$ cat src/plld_defs.svh
// constants for the second loop lock detector block
// Summary of operation
// - pump float bit at 1 floats the charge pump output; at 0 it drives.
// - with force-on at 0, detector runs only while a status pin selects its lock.
// - with force-on at 1, detector always runs whatever the pin routing.
// - while the detector runs, its lock state reads back over the register port.
// - qualify count is 14 bits: high six at lock_count_high[5:0], low eight at lock_count_low.
// - lock asserts only after the programmed count of consecutive in-window comparisons.
`ifndef PLLD_DEFS_SVH
`define PLLD_DEFS_SVH

// register addresses
`define PLLD_ADDR_CTRL 13'h0169
`define PLLD_ADDR_CNT_HI 13'h016A
`define PLLD_ADDR_CNT_LO 13'h016B
`define PLLD_ADDR_STATUS 13'h0183

// control fields
`define PLLD_CTRL_FORCE_BIT 0
`define PLLD_CTRL_FLOAT_BIT 1
`define PLLD_STATUS_LOCK_BIT 0

// reset values
`define PLLD_RST_CNT_HI 6'h20
`define PLLD_RST_CNT_LO 8'h00
`define PLLD_RST_CTRL 2'h0
`define PLLD_RST_DATA 8'h00

// status pin selector codes that carry this loop's lock
`define PLLD_SEL_LOOP2 5'h02
`define PLLD_SEL_BOTH 5'h03

// counter constants
`define PLLD_CNT_ZERO 14'h0000
`define PLLD_CNT_ONE 14'h0001

`endif

$ cat src/plld_pkg.sv
// types for the second loop lock detector block
package plld_pkg;

    typedef enum logic [0:0] {
        PLLD_HUNT = 1'b0,
        PLLD_LOCKED = 1'b1
    } plld_mode_t;

    typedef struct packed {
        logic [13:0] count;
        plld_mode_t mode;
    } plld_cnt_state_t;

    typedef struct packed {
        logic [5:0] cnt_hi;
        logic [7:0] cnt_lo;
        logic pump_float;
        logic force_on;
        logic run;
        logic pump_drive;
        logic lock;
        logic [7:0] rdata;
        logic rvalid;
    } plld_top_state_t;

endpackage

$ cat src/plld_if.sv
// link between register front end and lock counter
`timescale 1ns/1ps
interface plld_if;
    logic run;
    logic cmp_valid;
    logic in_window;
    logic [13:0] target;
    logic lock;
    logic [13:0] count;

    modport ctrl (
        output run,
        output cmp_valid,
        output in_window,
        output target,
        input lock,
        input count
    );

    modport cnt (
        input run,
        input cmp_valid,
        input in_window,
        input target,
        output lock,
        output count
    );
endinterface

$ cat src/plld_counter.sv
// consecutive in-window counter that qualifies lock
`timescale 1ns/1ps
`include "plld_defs.svh"
module plld_counter (
    // clock and reset
    input wire logic clk_sys_i,
    input wire logic resetn_i,
    // link to front end
    plld_if.cnt lk
);
    plld_pkg::plld_cnt_state_t st;
    plld_pkg::plld_cnt_state_t next_st;
    logic [13:0] inc;

    assign inc = st.count + `PLLD_CNT_ONE;

    always_comb begin
        next_st = st;
        if (!lk.run || (lk.cmp_valid && !lk.in_window)) begin
            next_st.count = `PLLD_CNT_ZERO;
            next_st.mode = plld_pkg::PLLD_HUNT;
        end else if (lk.cmp_valid && st.mode == plld_pkg::PLLD_HUNT) begin
            next_st.count = inc;
            if (lk.target != `PLLD_CNT_ZERO && inc >= lk.target) begin
                next_st.mode = plld_pkg::PLLD_LOCKED;
            end
        end
    end

    always_ff @(posedge clk_sys_i) begin
        if (!resetn_i) begin
            st.count <= `PLLD_CNT_ZERO;
            st.mode <= plld_pkg::PLLD_HUNT;
        end else begin
            st <= next_st;
        end
    end

    assign lk.lock = (st.mode == plld_pkg::PLLD_LOCKED);
    assign lk.count = st.count;

    AST_LOCK_AFTER_COUNT: assert property (@(posedge clk_sys_i) disable iff (!resetn_i)
        $rose(lk.lock) |-> (lk.count >= lk.target) && lk.target != `PLLD_CNT_ZERO && $past(lk.cmp_valid))
        else $error("lock rose before the qualify count");

    AST_OUT_OF_WINDOW: assert property (@(posedge clk_sys_i) disable iff (!resetn_i)
        lk.run && lk.cmp_valid && !lk.in_window |=> !lk.lock && lk.count == `PLLD_CNT_ZERO)
        else $error("out-of-window comparison did not clear the detector");

    AST_LOCK_HOLDS: assert property (@(posedge clk_sys_i) disable iff (!resetn_i)
        lk.lock && lk.run && !(lk.cmp_valid && !lk.in_window) |=> lk.lock)
        else $error("lock dropped without an out-of-window comparison");

    AST_COUNT_STEPS: assert property (@(posedge clk_sys_i) disable iff (!resetn_i)
        lk.run && lk.cmp_valid && lk.in_window && !lk.lock |=> lk.count == $past(lk.count) + `PLLD_CNT_ONE)
        else $error("in-window comparison did not advance the count");
endmodule // plld_counter

$ cat src/plld_top.sv
// second loop lock detector with pump float and register port
`timescale 1ns/1ps
`include "plld_defs.svh"
module plld_top (
    // clock and reset
    input wire logic clk_sys_i,
    input wire logic resetn_i,
    // register port
    input wire logic reg_wr_i,
    input wire logic reg_rd_i,
    input wire logic [12:0] reg_addr_i,
    input wire logic [7:0] reg_wdata_i,
    output logic [7:0] reg_rdata_o,
    output logic reg_rvalid_o,
    // status pin selectors
    input wire logic [4:0] status_pin1_select_i,
    input wire logic [4:0] status_pin2_select_i,
    // phase comparator
    input wire logic phase_cmp_valid_i,
    input wire logic phase_in_window_i,
    // outputs
    output logic pump_drive_en_o,
    output logic digital_lock_detect_o,
    output logic detector_run_o
);
    plld_pkg::plld_top_state_t st;
    plld_pkg::plld_top_state_t next_st;

    plld_if lk ();

    // selector code carries this loop's lock
    function automatic logic sel_carries_lock(input logic [4:0] sel);
        sel_carries_lock = (sel == `PLLD_SEL_LOOP2) || (sel == `PLLD_SEL_BOTH);
    endfunction

    // register read decode
    function automatic logic [7:0] read_reg(
        input logic [12:0] addr,
        input plld_pkg::plld_top_state_t s,
        input logic lock
    );
        read_reg = `PLLD_RST_DATA;
        unique case (addr)
            `PLLD_ADDR_CTRL: begin
                read_reg[`PLLD_CTRL_FORCE_BIT] = s.force_on;
                read_reg[`PLLD_CTRL_FLOAT_BIT] = s.pump_float;
            end
            `PLLD_ADDR_CNT_HI: begin
                read_reg[5:0] = s.cnt_hi;
            end
            `PLLD_ADDR_CNT_LO: begin
                read_reg = s.cnt_lo;
            end
            `PLLD_ADDR_STATUS: begin
                read_reg[`PLLD_STATUS_LOCK_BIT] = lock && s.run;
            end
            default: begin
                read_reg = `PLLD_RST_DATA;
            end
        endcase
    endfunction

    logic pin_routed;
    assign pin_routed = sel_carries_lock(status_pin1_select_i) || sel_carries_lock(status_pin2_select_i);

    always_comb begin
        next_st = st;
        next_st.rvalid = 1'b0;
        if (reg_wr_i) begin
            unique case (reg_addr_i)
                `PLLD_ADDR_CTRL: begin
                    next_st.force_on = reg_wdata_i[`PLLD_CTRL_FORCE_BIT];
                    next_st.pump_float = reg_wdata_i[`PLLD_CTRL_FLOAT_BIT];
                end
                `PLLD_ADDR_CNT_HI: begin
                    next_st.cnt_hi = reg_wdata_i[5:0];
                end
                `PLLD_ADDR_CNT_LO: begin
                    next_st.cnt_lo = reg_wdata_i;
                end
                default: begin
                    next_st.cnt_lo = st.cnt_lo;
                end
            endcase
        end
        if (reg_rd_i) begin
            next_st.rdata = read_reg(reg_addr_i, st, lk.lock);
            next_st.rvalid = 1'b1;
        end
        next_st.run = next_st.force_on || pin_routed;
        next_st.pump_drive = !next_st.pump_float;
        next_st.lock = lk.lock;
    end

    always_ff @(posedge clk_sys_i) begin
        if (!resetn_i) begin
            st.cnt_hi <= `PLLD_RST_CNT_HI;
            st.cnt_lo <= `PLLD_RST_CNT_LO;
            {st.pump_float, st.force_on} <= `PLLD_RST_CTRL;
            st.run <= 1'b0;
            st.pump_drive <= 1'b1;
            st.lock <= 1'b0;
            st.rdata <= `PLLD_RST_DATA;
            st.rvalid <= 1'b0;
        end else begin
            st <= next_st;
        end
    end

    assign lk.run = st.run;
    assign lk.cmp_valid = phase_cmp_valid_i;
    assign lk.in_window = phase_in_window_i;
    assign lk.target = {st.cnt_hi, st.cnt_lo};

    plld_counter u_counter (
        .clk_sys_i(clk_sys_i),
        .resetn_i(resetn_i),
        .lk(lk.cnt)
    );

    assign reg_rdata_o = st.rdata;
    assign reg_rvalid_o = st.rvalid;
    assign pump_drive_en_o = st.pump_drive;
    assign digital_lock_detect_o = st.lock;
    assign detector_run_o = st.run;

    AST_PUMP_FLOAT: assert property (@(posedge clk_sys_i) disable iff (!resetn_i)
        reg_wr_i && reg_addr_i == `PLLD_ADDR_CTRL
        |=> pump_drive_en_o == !$past(reg_wdata_i[`PLLD_CTRL_FLOAT_BIT]))
        else $error("pump drive does not follow the float bit");

    AST_RUN_GATED: assert property (@(posedge clk_sys_i) disable iff (!resetn_i)
        !st.force_on && !pin_routed ##1 !st.force_on |-> !detector_run_o ##1 !lk.lock)
        else $error("detector ran with no pin routing and no force");

    AST_RUN_FORCED: assert property (@(posedge clk_sys_i) disable iff (!resetn_i)
        st.force_on |=> detector_run_o || !st.force_on)
        else $error("forced detector is not running");

    AST_READBACK: assert property (@(posedge clk_sys_i) disable iff (!resetn_i)
        reg_rd_i && reg_addr_i == `PLLD_ADDR_STATUS && st.run
        |=> reg_rvalid_o && reg_rdata_o[`PLLD_STATUS_LOCK_BIT] == $past(lk.lock))
        else $error("lock readback wrong");

    AST_CNT_HI_RB: assert property (@(posedge clk_sys_i) disable iff (!resetn_i)
        reg_wr_i && reg_addr_i == `PLLD_ADDR_CNT_HI ##1 reg_rd_i && reg_addr_i == `PLLD_ADDR_CNT_HI && !reg_wr_i
        |=> reg_rdata_o == {2'h0, $past(reg_wdata_i[5:0], 2)})
        else $error("count high readback wrong");

    AST_TARGET: assert property (@(posedge clk_sys_i) disable iff (!resetn_i)
        reg_wr_i && reg_addr_i == `PLLD_ADDR_CNT_LO |=> lk.target[7:0] == $past(reg_wdata_i))
        else $error("count low not applied to target");
endmodule // plld_top

$ cat config.mk
export PLATFORM = sky130hd
export DESIGN_NAME = plld_top
export DESIGN_NICKNAME = d
export VERILOG_FILES = /design/src/plld_pkg.sv /design/src/plld_if.sv /design/src/plld_counter.sv /design/src/plld_top.sv
export VERILOG_INCLUDE_DIRS = /design/src
export SDC_FILE = /design/constraint.sdc
export NUM_CORES = 1
export LEC_CHECK = 0
export BUFFER_PORTS_ARGS = -buffer_cell sky130_fd_sc_hd__buf_2
export CORE_MARGIN = 2
export CORE_UTILIZATION = 40
export CTS_BUF_LIST = sky130_fd_sc_hd__clkbuf_16
export CTS_CLUSTER_DIAMETER = 200
export CTS_CLUSTER_SIZE = 28
export DETAILED_ROUTE_END_ITERATION = 16
export GPL_TIMING_DRIVEN = 1
export SLEW_MARGIN = 5
export SYNTH_ARGS = -nofsm -noshare
export SYNTH_HDL_FRONTEND = slang
export SYNTH_SLANG_ARGS = --single-unit
export TNS_END_PERCENT = 50
$ cat constraint.sdc
create_clock -name clk_sys_i -period 4.8 [get_ports clk_sys_i]
set_input_delay 0.72 -clock clk_sys_i [delete_from_list [all_inputs] [get_ports clk_sys_i]]
set_output_delay 0.72 -clock clk_sys_i [all_outputs]
set_load 0.005 [all_outputs]
==> Yosys cells after proc, flatten, opt, wreduce, memory -nomap -nowiden <==
Index checks and enable logic that the tools add are counted.
{ "word_totals": {"reg_bits": 43, "in_bits": 37, "wordCells": 47} }
{ "classes": {"n_addsub": 1, "order_cmp": 1, "n_eq_ne": 8, "mux": 7, "bitwise_logic": 2, "n_reduce_logical": 17} }
{ "op_table": {"columns": ["operator", "count"], "rows": [
  ["== test 13 x 9 -> 1 bit (second input constant)", 4],
  ["== test 5 x 2 -> 1 bit (second input constant)", 4],
  ["adder 14 x 1 -> 14 bit (second input constant)", 1],
  ["greater-or-equal comparator 14 bit", 1],
  ["nonzero test 14 bit", 1],
  ["one-hot mux 4 bit (2 select lines)", 1],
  ["two-way mux 2 bit", 3],
  ["AND reduction 2 bit", 3],
  ["logical OR 1 bit", 5],
  ["logical AND 1 bit", 4],
  ["one-hot mux 1 bit (4 select lines)", 1],
  ["logical NOT 1 bit", 3],
  ["one-hot mux 1 bit (3 select lines)", 1],
  ["NOT 1 bit", 2],
  ["OR reduction 2 bit", 1],
  ["two-way mux 1 bit", 1]
]} }

==> Logic depth before layout (Yosys ltp) <==
Gate-level depths: netlist of run 1.
{ "depth": {"word_depth": 4, "ltp_mapped": 11, "depth_no_buf": 10} }

==> Cells and area by module <==
From an unflattened synthesis of run 1, not the netlist that was laid out.
{ "hier_totals": {"hier_cells": 282, "hier_area_um2": 2524.9} }
{ "modules_own_cells": {"columns": ["module", "instances", "cells_per_inst", "area_each_um2"], "rows": [
  ["plld_top", 1, 129, 1315.0],
  ["plld_counter", 1, 153, 1209.9]
]} }

==> Least setup slack after synthesis of run 1 <==
OpenSTA, ideal clock, no wires.
{ "synth_path": {"path_type": "register to register", "start": "reg u_counter.lk.count[0] (netlist name)", "end": "reg u_counter.st (netlist bit u_counter.lk.lock)", "setup_time_ns": 0.091, "t_arrival_ns": 1.896, "t_required_ns": 4.709, "path_slack_ns": 2.813, "path_stages_with_launch": 12, "synth_period_minus_slack_ns": 1.987, "path_cell_list": "dfxtp_1 > ha_1 > and3_1 > buf_6 > nand3_1 > nor2_1 > xor2_1 > ha_1 > nand4_1 > nor2_1 > o221ai_1 > a311oi_1"} }
{ "synth_via": {"elab_chain_cells": 4} }
{ "synth_rtl": {"columns": ["item", "line", "source"], "rows": [
  ["adder 14 x 1 -> 14 bit (no line)", null, null],
  ["via u_counter.inc[12]", "plld_counter.sv:13", "logic [13:0] inc;"],
  ["greater-or-equal comparator 14 bit", "plld_counter.sv:24", "if (lk.target != `PLLD_CNT_ZERO && inc >= lk.target) begin"],
  ["logical AND 1 bit", "plld_counter.sv:24", null],
  ["AND reduction 2 bit (no line)", null, null],
  ["to (signal assigned)", "plld_counter.sv:35", "st <= next_st;"],
  ["to (decl)", "plld_counter.sv:11", "plld_pkg::plld_cnt_state_t st;"]
]} }
The timed path passes the listed nets, and every way through them passes these cells.
A chain may end at the register's enable or synchronous reset.

==> Worst setup path after layout of run 1 <==
{ "layout_path": {"start": "reg u_counter.lk.count[0] (netlist name)", "end": "reg u_counter.st (netlist bit u_counter.lk.lock)"} }
{ "layout_via": {"elab_chain_cells": 4} }
{ "layout_rtl": {"columns": ["item", "line"], "rows": [
  ["adder 14 x 1 -> 14 bit (no line)", null],
  ["via u_counter.inc[12]", "plld_counter.sv:13"],
  ["greater-or-equal comparator 14 bit", "plld_counter.sv:24"],
  ["logical AND 1 bit", "plld_counter.sv:24"],
  ["AND reduction 2 bit (no line)", null]
]} }
The timed path passes the listed nets, and every way through them passes these cells.

==> results of run 1 <==
[registers in the layout, summed over array words and instances, names as in the netlist]
name / flops
st: 2
u_counter.lk.count: 14
lk.target: 14
u_counter.lk.lock: 1
reg_rdata_o: 8
digital_lock_detect_o: 1
detector_run_o: 1
pump_drive_en_o: 1
reg_rvalid_o: 1
[how the worst min path moves through the flow]
stage / startpoint / end / slack, ns / cells past startpoint
floorplan: reg_rdata_o[2] / reg_rdata_o[2] / 0.45 / 2
global placement: reg_rdata_o[6] / reg_rdata_o[6] / 0.45 / 2
detailed placement: reg_rdata_o[6] / reg_rdata_o[6] / 0.46 / 2
CTS: reg_rdata_o[6] / reg_rdata_o[6] / 0.47 / 2
global route: reg_rdata_o[7] / reg_rdata_o[7] / 0.49 / 2
finish: reg_rdata_o[3] / reg_rdata_o[3] / 0.47 / 2
[cell usage in the layout, fill, tap and decap left out, drive strengths merged, types with 2 or more instances in the layout]
master and n:
nor2b 18, or3 5, xor2 14, a22oi 2, nand4 4, and2 3
dfxtp 43, mux2 2, buf 46, nand2b 3, clkbuf 5, nor2 24
a21boi 7, nand3 19, o21ai 12, nor4 4, inv 19, xnor2 6
nand2 23, ha 15, nor3 2, mux2i 17, nor4b 3, and3 2
a21oi 13
[cell type report]
cell class	instances	area [µm²]	area share, %
clock buffers	5	125.1	4.423
clock inverters	3	16.27	0.5750
inverters	18	67.56	2.388
multi-input cells	208	1435	50.73
flip-flops and latches	43	860.8	30.43
well taps	75	93.84	3.317
repair buffers	46	230.2	8.138
[cells by family (layout without fill, tap and decap cells)]
family	after synthesis	after routing	share of synthesized area, %
AND/OR/NAND/NOR	114	114	25.82
flip-flops	43	43	34.70
AO/OA/AOI/OAI	40	40	9.632
buffers and inverters	35	72	7.463
XOR/XNOR	20	20	7.060
multiplexers	19	19	7.766
adder cells (fa/ha/maj)	15	15	7.564
[tightest hold or removal path: stages (launching register included)]
cell and delay (ns):
dfxtp_1 0.31, nand2_1 0.05, a21boi_0 0.06
[per-layer routing]
| layer | global-route usage (%) | vias to the layer above |
|---|---|---|
| li1 | - | 1049 |
| met1 | 21.35 | 883 |
| met2 | 26.61 | 23 |
| met3 | 3.804 | 5 |
| met4 | 5.410 | 0 |
| met5 | 0 | - |
[power groups by stage]
stage | Combinational (mW) | Sequential, mW | Clock [mW]
6_report | 0.0365 | 0.359 | 0.327
5_1_grt | 0.0404 | 0.359 | 0.352
4_1_cts | 0.0370 | 0.359 | 0.333
3_5_place_dp | 0.0369 | 0.367 | 0
3_3_place_gp | 0.0364 | 0.367 | 0
2_1_floorplan | 0.0164 | 0.367 | 0
==> results_dict.tcl, run 1 <==
set metrics [dict create \
    run_status "complete, no violations" \
    vias 1960 \
    cts_hold_buf 0 \
    synth-edff-count 0 \
    fmax_ghz 0.4290 \
    synthTopCellsByArea "dfxtp_1, ha_1, mux2i_1" \
    die_y_um 82.76 \
    synth_cell_types 45 \
    grt_pass1_wl_um 8487 \
    area_delta_synth_final_pct 14.02 \
    synth_nets 338 \
    wl_met2_um 2323 \
    async_reset_ff_share_pct 0 \
    overflow 0 \
    cap_violations 0 \
    switching_share_pct 21.72 \
    dr_wl_met3_um 143 \
    fin_nets 374 \
    hold_ws_ns 0.4676 \
    p_switching_uw 156.9 \
    slowest_delay_ns 0.41 \
    crit_family "simple AND/OR/NAND/NOR gates" \
    nFillCells 593 \
    crit_path_end_kind "flip-flop" \
    die_w_um 82.76 \
    final_hold_viol_count 0 \
    worstMarginPinSlew_ns 1.213 \
    path_clk_slew_ns 0.06 \
    layout.cells.non_filler 398 \
    antenna_found_initial 0 \
    rows 28 \
    pwr-share-comb_pct 5.1 \
    netlist_area_um2 2481 \
    wl_met1_um 2540 \
    worstReg2RegStart "u_counter.lk.count[0]" \
    cts_root_buf "clkbuf_16" \
    worstHoldPathType "reg -> reg" \
    ys_ff_latch 43 \
    r2r_end "u_counter.lk.lock" \
    rrSetupSlack_ns 2.47 \
    synth_area_per_cell_um2 8.675 \
    postCtsSetupBuffers 0 \
    yosys.area.top_type "dfxtp_1" \
    slew-limit-headroom_pct 18.78 \
    endpoint "u_counter.lk.lock" \
    cts_tree "yes" \
    powerDensity_nw_per_um2 255.3 \
    setup_violations 0 \
    wl_per_cell_um 12.77 \
    synthTopCellsByCount "dfxtp_1, nor2_1, nand2_1" \
    setup_ws_ns 2.469 \
    die-area_um2 6849 \
    total_leakage_power_nw 1.210 \
    clk_path_buf_depth 2 \
    grt_pass1_vias 1877 \
    place_ws_ns 2.474 \
    place_inst 390 \
    syn_inst 286 \
    drv_slew 0 \
    layout-drive-gt1-share_pct 19.81 \
    critPathArrivalTime_ns 2.52 \
    vias_per_cell 4.925 \
    firstDrtPassIters 4 \
    drt-total-wl_um 5081 \
    cts_resized 0 \
    port_buffers 46 \
    maxUsedRoutingLayer "met4" \
    start_util_pct 41.66 \
    io_pins 49 \
    cts.htree.levels 2 \
    final_cell_area_um2 2829 \
    drc 0 \
    diodes 0 \
    cts.sinks 43 \
    worstPathCellList "ha_1 > and3_1 > nand3_1 > nor2_1 > xor2_1 > ha_1 > nand4_1 > nor2_1 > o221ai_1 > a311oi_1" \
    irDropWorstVdd_mv 0.1596 \
    grt.total_usage_pct 16.38 \
    path_buf_inv 0 \
    cpMaxStageDelayCell "dfxtp_1" \
    cp.required_ns 4.99 \
    dp_hpwl_um 3899 \
    seqPwrFrac_pct 49.7 \
    finalClockSkew_ns 0.006117 \
    ys_seq_area_share_pct 34.69 \
    ant_nets 0 \
    finalSetupTns_ns 0 \
    clkPwrFrac_pct 45.3 \
    yosysMostFrequentCell "dfxtp_1" \
    core_region_area_um2 5956 \
    crit_start "u_counter.lk.count[0]" \
    yosysTopAreaCellShare_pct 34.69 \
    fin_crit_ns 2.331 \
    cts_inserted_buffers 5 \
    path_depth 10 \
    rsz0062_at_grt "no" \
    fin_crit_sh_pct 48.56 \
    cell_internal_pwr_uw 565.3 \
    placed_area_um2 2688 \
    place_congestion 0.7820 \
    insertion_delay_ns 0.29 \
    ys_warn_count 0 \
    rr_worst_depth 10 \
    startpoint_type "flip-flop" \
    critPathKind "reg -> reg" \
    total_power_uw 722.2 \
    utilization_pct 47.50 \
    grt_max_degree 30 \
    critical_path.max_fanout 6 \
    drt_iter0_drc 95 \
    synthFlopType "dfxtp_1" \
]
(Power assumes the default switching activity.)
==> inputs of run 2 (changes only) <==
ABC_AREA = 1   (was default)
clock period = 2.1 ns   (was 4.8 ns; I/O delays follow)
==> run 2 against run 1 <==
- clock skew is 0.00084 ns lower
- sequential share of layout area is 4.9 points lower
- count of clock-buffer cells in the layout stayed put
- via count is 31% higher
- global-route usage is 0.90 points higher
- highest routed layer unchanged
- combinational power grew to 3.7 times the previous value
- maximum frequency is 13% higher
- cell area is 22% higher
- setup slack worse by 2.4 ns
- register-to-register slack worse by 2.4 ns
- hold slack worse by 0.21 ns
- largest cell class unchanged
==> results_dict.tcl, run 2 <==
set metrics [dict create \
    setup_violations 0 \
    critPathKind "reg -> reg" \
    die-area_um2 7443 \
    worstReg2RegStart "u_counter.lk.count[1]" \
    cell_internal_pwr_mw 1.436 \
    async_reset_ff_share_pct 0 \
    diodes 0 \
    rsz0062_at_grt "yes" \
    synthTopCellsByCount "nand2_1, inv_1, dfxtp_1" \
    r2r_end "u_counter.lk.lock" \
    fin_crit_sh_pct 97.97 \
    drt-total-wl_um 6376 \
    grt_max_degree 19 \
    placed_area_um2 2988 \
    overflow 0 \
    ys_ff_latch 43 \
    rows 29 \
    worstMarginPinSlew_ns 0.5156 \
    hold_end "lk.target[13]" \
    final_cell_area_um2 3451 \
    yosys.area.top_type "dfxtp_1" \
    cpMaxStageDelayCell "dfxtp_4" \
    total_leakage_power_nw 1.684 \
    p_switching_uw 417.1 \
    grt_pass1_wl_um 10270 \
    clkPwrFrac_pct 48.1 \
    insertion_delay_ns 0.29 \
    area_delta_synth_final_pct 27.45 \
    synth-edff-count 0 \
    port_buffers 46 \
    slowest_delay_ns 0.38 \
    final_hold_viol_count 0 \
    wl_per_cell_um 11.94 \
    layout-drive-gt1-share_pct 31.95 \
    setup_ws_ns 0.04265 \
    start_util_pct 41.92 \
    ys_warn_count 0 \
    startpoint_type "flip-flop" \
    critPathArrivalTime_ns 2.21 \
    pwr-share-comb_pct 7.3 \
    cts_tree "yes" \
    io_pins 49 \
    cp.required_ns 2.25 \
    path_clk_slew_ns 0.06 \
    die_y_um 86.28 \
    switching_share_pct 22.51 \
    dp_hpwl_um 4566 \
    netlist_area_um2 2708 \
    syn_inst 403 \
    ys_seq_area_share_pct 31.79 \
    final_common_cell "nand2_1" \
    place_congestion 0.8351 \
    synthFlopType "dfxtp_1" \
    rrSetupSlack_ns 0.04 \
    cts_root_buf "clkbuf_16" \
    yosysTopAreaCellShare_pct 31.79 \
    min_from "reg_wdata_i[5]" \
    finalClockSkew_ns 0.005281 \
    core_region_area_um2 6459 \
    cts.htree.levels 2 \
    path_buf_inv 3 \
    grt.total_usage_pct 17.28 \
    place_ws_ns -0.01953 \
    die_w_um 86.28 \
    hold_path_depth 3 \
    synth_area_per_cell_um2 6.719 \
    crit_family "simple AND/OR/NAND/NOR gates" \
    irDropWorstVdd_mv 0.2970 \
    slew-limit-headroom_pct 65.41 \
    worstHoldPathType "in -> reg" \
    drv_slew 0 \
    antenna_found_initial 0 \
    grt_pass1_vias 2321 \
    fmax_ghz 0.4861 \
    fin_crit_ns 2.057 \
    cts_inserted_buffers 5 \
    fin_nets 508 \
    worstPathCellList "ha_4 > nand2_4 > inv_2 > nand2_2 > nor2_4 > nand3_2 > nand2_2 > nand2_2 > inv_2 > ha_4 > nand2_4 > nor2_4 > buf_4 > a21oi_2 > nand2_1 > nand2_1 > a21oi_1" \
    critical_path.max_fanout 3 \
    run_status "complete, no violations" \
    final_cell_mix "nand2_1, inv_1, buf_2, dfxtp_1, a21oi_1" \
    cp_common_cell "nand2_2" \
    vias_per_cell 4.792 \
    powerDensity_nw_per_um2 537.1 \
    rr_worst_depth 17 \
    clk_path_buf_depth 2 \
    ant_nets 0 \
    cts.sinks 43 \
    crit_path_end_kind "flip-flop" \
    synth_cell_types 32 \
    drt_iter0_drc 125 \
    synthTopCellsByArea "dfxtp_1, nand2_1, inv_1" \
    seqPwrFrac_pct 44.6 \
    vias 2559 \
    firstDrtPassIters 6 \
    synth_nets 455 \
    drc 0 \
    cap_violations 0 \
    yosysMostFrequentCell "nand2_1" \
]
## run 2: cell count changes after synthesis, moves of 8 or more
cell,delta
nand2_1,+91
nor2_1,+12
mux2i_1,-17
nor2b_1,-18
xor2_1,-8
inv_1,+46
a21oi_1,+20
## run 2: worst max path at each step
| stage | from | endpoint | slack [ns] | cells after the start |
|---|---|---|---|---|
| after floorplan | u_counter.lk.count[0] | u_counter.lk.lock | 0.22 | 17 |
| after global placement | u_counter.lk.count[0] | u_counter.lk.lock | 0.007 | 14 |
| after detailed placement | u_counter.lk.count[0] | u_counter.lk.lock | -0.02 | 14 |
| after CTS | u_counter.lk.count[0] | u_counter.lk.lock | 0.004 | 17 |
| after global routing | u_counter.lk.count[1] | u_counter.lk.lock | -0.09 | 14 |
| final | u_counter.lk.count[1] | u_counter.lk.lock | 0.04 | 17 |
## run 2: cell type report
class | count | area (µm²)
Multi-Input combinational cell | 271 | 1673
Sequential cell | 43 | 879.6
Clock inverter | 3 | 42.54
Timing Repair Buffer | 61 | 346.6
Fill cell | 660 | 3008
Inverter | 74 | 287.8
Tap cell | 77 | 96.34
Clock buffer | 5 | 125.1
## run 2: metrics by stage
step	util, %	instances	power, mW	hold slack, ns	setup TNS (ns)
after floorplan	-	403	0.9300	0.4282	0
after global placement	46.26	517	0.9812	0.4676	0
after detailed placement	46.26	517	0.9828	0.4729	-0.01953
after CTS	49.07	525	1.878	0.2615	0
after global routing	53.43	534	1.924	0.2682	-0.08582
final	53.43	534	1.853	0.2602	0
## run 2: cells by family after synthesis
kind of cell / after synthesis / share of synthesized area (%)
AOI/OAI and AO/OA: 54 / 10.63
adders and majority gates: 15 / 6.932
xor gates and xnor gates: 6 / 1.941
buffers and inverters: 89 / 14.00
DFF: 43 / 31.79
and+or+nand+nor: 196 / 34.70
## run 2: worst reg2reg max path: cells and delay by family, from the launching register on
| kind | cells | cell delay (ns) |
|---|---|---|
| AO/OA/AOI/OAI | 2 | 0.18 |
| buffers and inverters | 3 | 0.25 |
| adder cells (fa/ha/maj) | 2 | 0.35 |
| AND/OR/NAND/NOR | 10 | 0.77 |
| flip-flops | 1 | 0.38 |
## run 2: power groups by stage
stage / Combinational, mW / Clock [mW] / Sequential, mW
4_1_cts: 0.135 / 0.913 / 0.830
2_1_floorplan: 0.0814 / 0 / 0.849
3_3_place_gp: 0.133 / 0 / 0.849
3_5_place_dp: 0.134 / 0 / 0.849
6_report: 0.136 / 0.891 / 0.826
5_1_grt: 0.154 / 0.943 / 0.827
## run 2: per-layer routing
layer	routed length (µm)	global-route usage [%]	vias to the layer above
met2	3067	28.82	49
met4	77	5.540	0
met3	294	3.619	7
met1	2936	22.39	1155
li1	-	-	1348
met5	0	0	-
## run 2: what timing repair did
item	CTS	global route
setup endpoints to repair	1	1
buffers inserted	0	9
gates resized for setup	4	53
pin swaps	0	27
hold buffers	0	0
==> inputs of run 3 (changes only) <==
CTS_BUF_LIST = default   (was sky130_fd_sc_hd__clkbuf_16)
PLACE_DENSITY = 0.68   (was default)
==> run 3 against run 2 <==
- clock skew grew 0.0036 ns
- cell area fell by 5.6%
- maximum frequency fell by 0.71%
==> results_dict.tcl, run 3 (synthesis gave the netlist of run 2 again) <==
set metrics [dict create \
    critical_path.max_fanout 5 \
    cts.htree.levels 2 \
    placed_area_um2 2988 \
    dp_hpwl_um 4585 \
    antenna_found_initial 0 \
    total_leakage_power_nw 1.584 \
    slowest_delay_ns 0.38 \
    cts_root_buf "clkbuf_8" \
    vias_per_cell 4.754 \
    ant_nets 0 \
    worstMarginPinSlew_ns 0.5348 \
    die_w_um 86.28 \
    final_cell_mix "nand2_1, inv_1, buf_2, dfxtp_1, a21oi_1" \
    die_y_um 86.28 \
    hold_path_depth 3 \
    fin_crit_ns 2.072 \
    critPathKind "reg -> reg" \
    powerDensity_nw_per_um2 491.4 \
    cpMaxStageDelayCell "dfxtp_4" \
    cp.required_ns 2.27 \
    setup_violations 0 \
    critPathArrivalTime_ns 2.24 \
    final_hold_viol_count 0 \
    fin_crit_sh_pct 98.67 \
    fmax_ghz 0.4826 \
    diodes 0 \
    worstPathCellList "nand3_4 > nor2_4 > nand3_4 > xor2_1 > ha_1 > nand2_1 > nand2_1 > nand2_1 > nand2_1 > a21oi_1 > nand2_1 > nand2_1 > a21oi_1" \
    layout.cells.non_filler 528 \
    startpoint_type "flip-flop" \
    vias 2510 \
    place_congestion 0.8490 \
    grt.total_usage_pct 16.49 \
    clk_path_buf_depth 2 \
    cts_hold_buf 0 \
    path_clk_slew_ns 0.09 \
    core_region_area_um2 6459 \
    crit_path_end_kind "flip-flop" \
    wl_per_cell_um 11.79 \
    drt_iter0_drc 128 \
    cts_inserted_buffers 5 \
    rows 29 \
    drc 0 \
    finalClockSkew_ns 0.008911 \
    fin_nets 503 \
    final_cell_area_um2 3258 \
    area_delta_synth_final_pct 20.33 \
    insertion_delay_ns 0.30 \
    cts_tree "yes" \
    place_ws_ns -0.02468 \
    die-area_um2 7443 \
    place_inst 517 \
    rsz0062_at_grt "yes" \
    setup_ws_ns 0.02790 \
    grt_max_degree 19 \
    cts.sinks 43 \
    layout-drive-gt1-share_pct 27.94 \
    start_util_pct 41.92 \
    overflow 0 \
    worstHoldPathType "in -> reg" \
    cap_violations 0 \
    final_common_cell "nand2_1" \
    io_pins 49 \
    run_status "complete, no violations" \
    rr_worst_depth 13 \
    cp_common_cell "nand2_1" \
    firstDrtPassIters 4 \
    port_buffers 46 \
    hold_ws_ns 0.2291 \
    grt_pass1_wl_um 9915 \
    irDropWorstVdd_mv 0.2674 \
    grt_pass1_vias 2240 \
    drt-total-wl_um 6227 \
    drv_slew 0 \
    slew-limit-headroom_pct 64.13 \
]
[run 3: report_power, final]
| group | switching [mW] | total (mW) | internal [mW] |
|---|---|---|---|
| clock | 0.293 | 0.641 | 0.348 |
| sequential | 0.00519 | 0.826 | 0.821 |
| combinational | 0.0803 | 0.134 | 0.0533 |
[run 3: layout make-up]
type	instances	area, µm²
Fill cell	656	3201
Tap cell	77	96.34
Clock buffer	5	68.82
Multi-Input combinational cell	271	1585
Sequential cell	43	877.1
Inverter	74	287.8
Timing Repair Buffer	56	305.3
Clock inverter	2	37.54
[run 3: what timing repair did]
item                                    in CTS  in global routing
gates resized for setup                      3                 35
setup buffers                                0                  4
pin swaps                                    0                 16
endpoints found under the setup margin       1                  1
[run 3: final timing paths]
kind                    startpoint                 to  slack (ns)
min reg2reg           lk.target[6]     reg_rdata_o[6]        0.49
max          u_counter.lk.count[0]  u_counter.lk.lock        0.03
max reg2reg  u_counter.lk.count[0]  u_counter.lk.lock        0.03
min                 reg_wdata_i[5]      lk.target[13]        0.23
[run 3: critical path, delay by kind of cell (launching register included)]
kind	cells	cell delay, ns
xor+xnor	1	0.30
fa+ha+maj	1	0.31
flops	1	0.38
simple gates	9	0.73
compound gates	2	0.21
[run 3: layer usage]
layer	global-route usage, %	up-vias	wire length, µm
met1	21.95	1116	2893
li1	-	1333	-
met5	0	-	0
met3	2.667	4	278
met2	27.34	57	2993
met4	5.398	0	61
[run 3: through the flow]
stage | utilization, % | TNS [ns] | power (mW)
after detailed placement | 46.26 | -0.02468 | 0.9819
after global routing | 50.45 | -0.09283 | 1.666
after CTS | 47.99 | 0 | 1.619
after global placement | 46.26 | 0 | 0.9796
final | 50.45 | 0 | 1.601
after floorplan | - | 0 | 0.9300
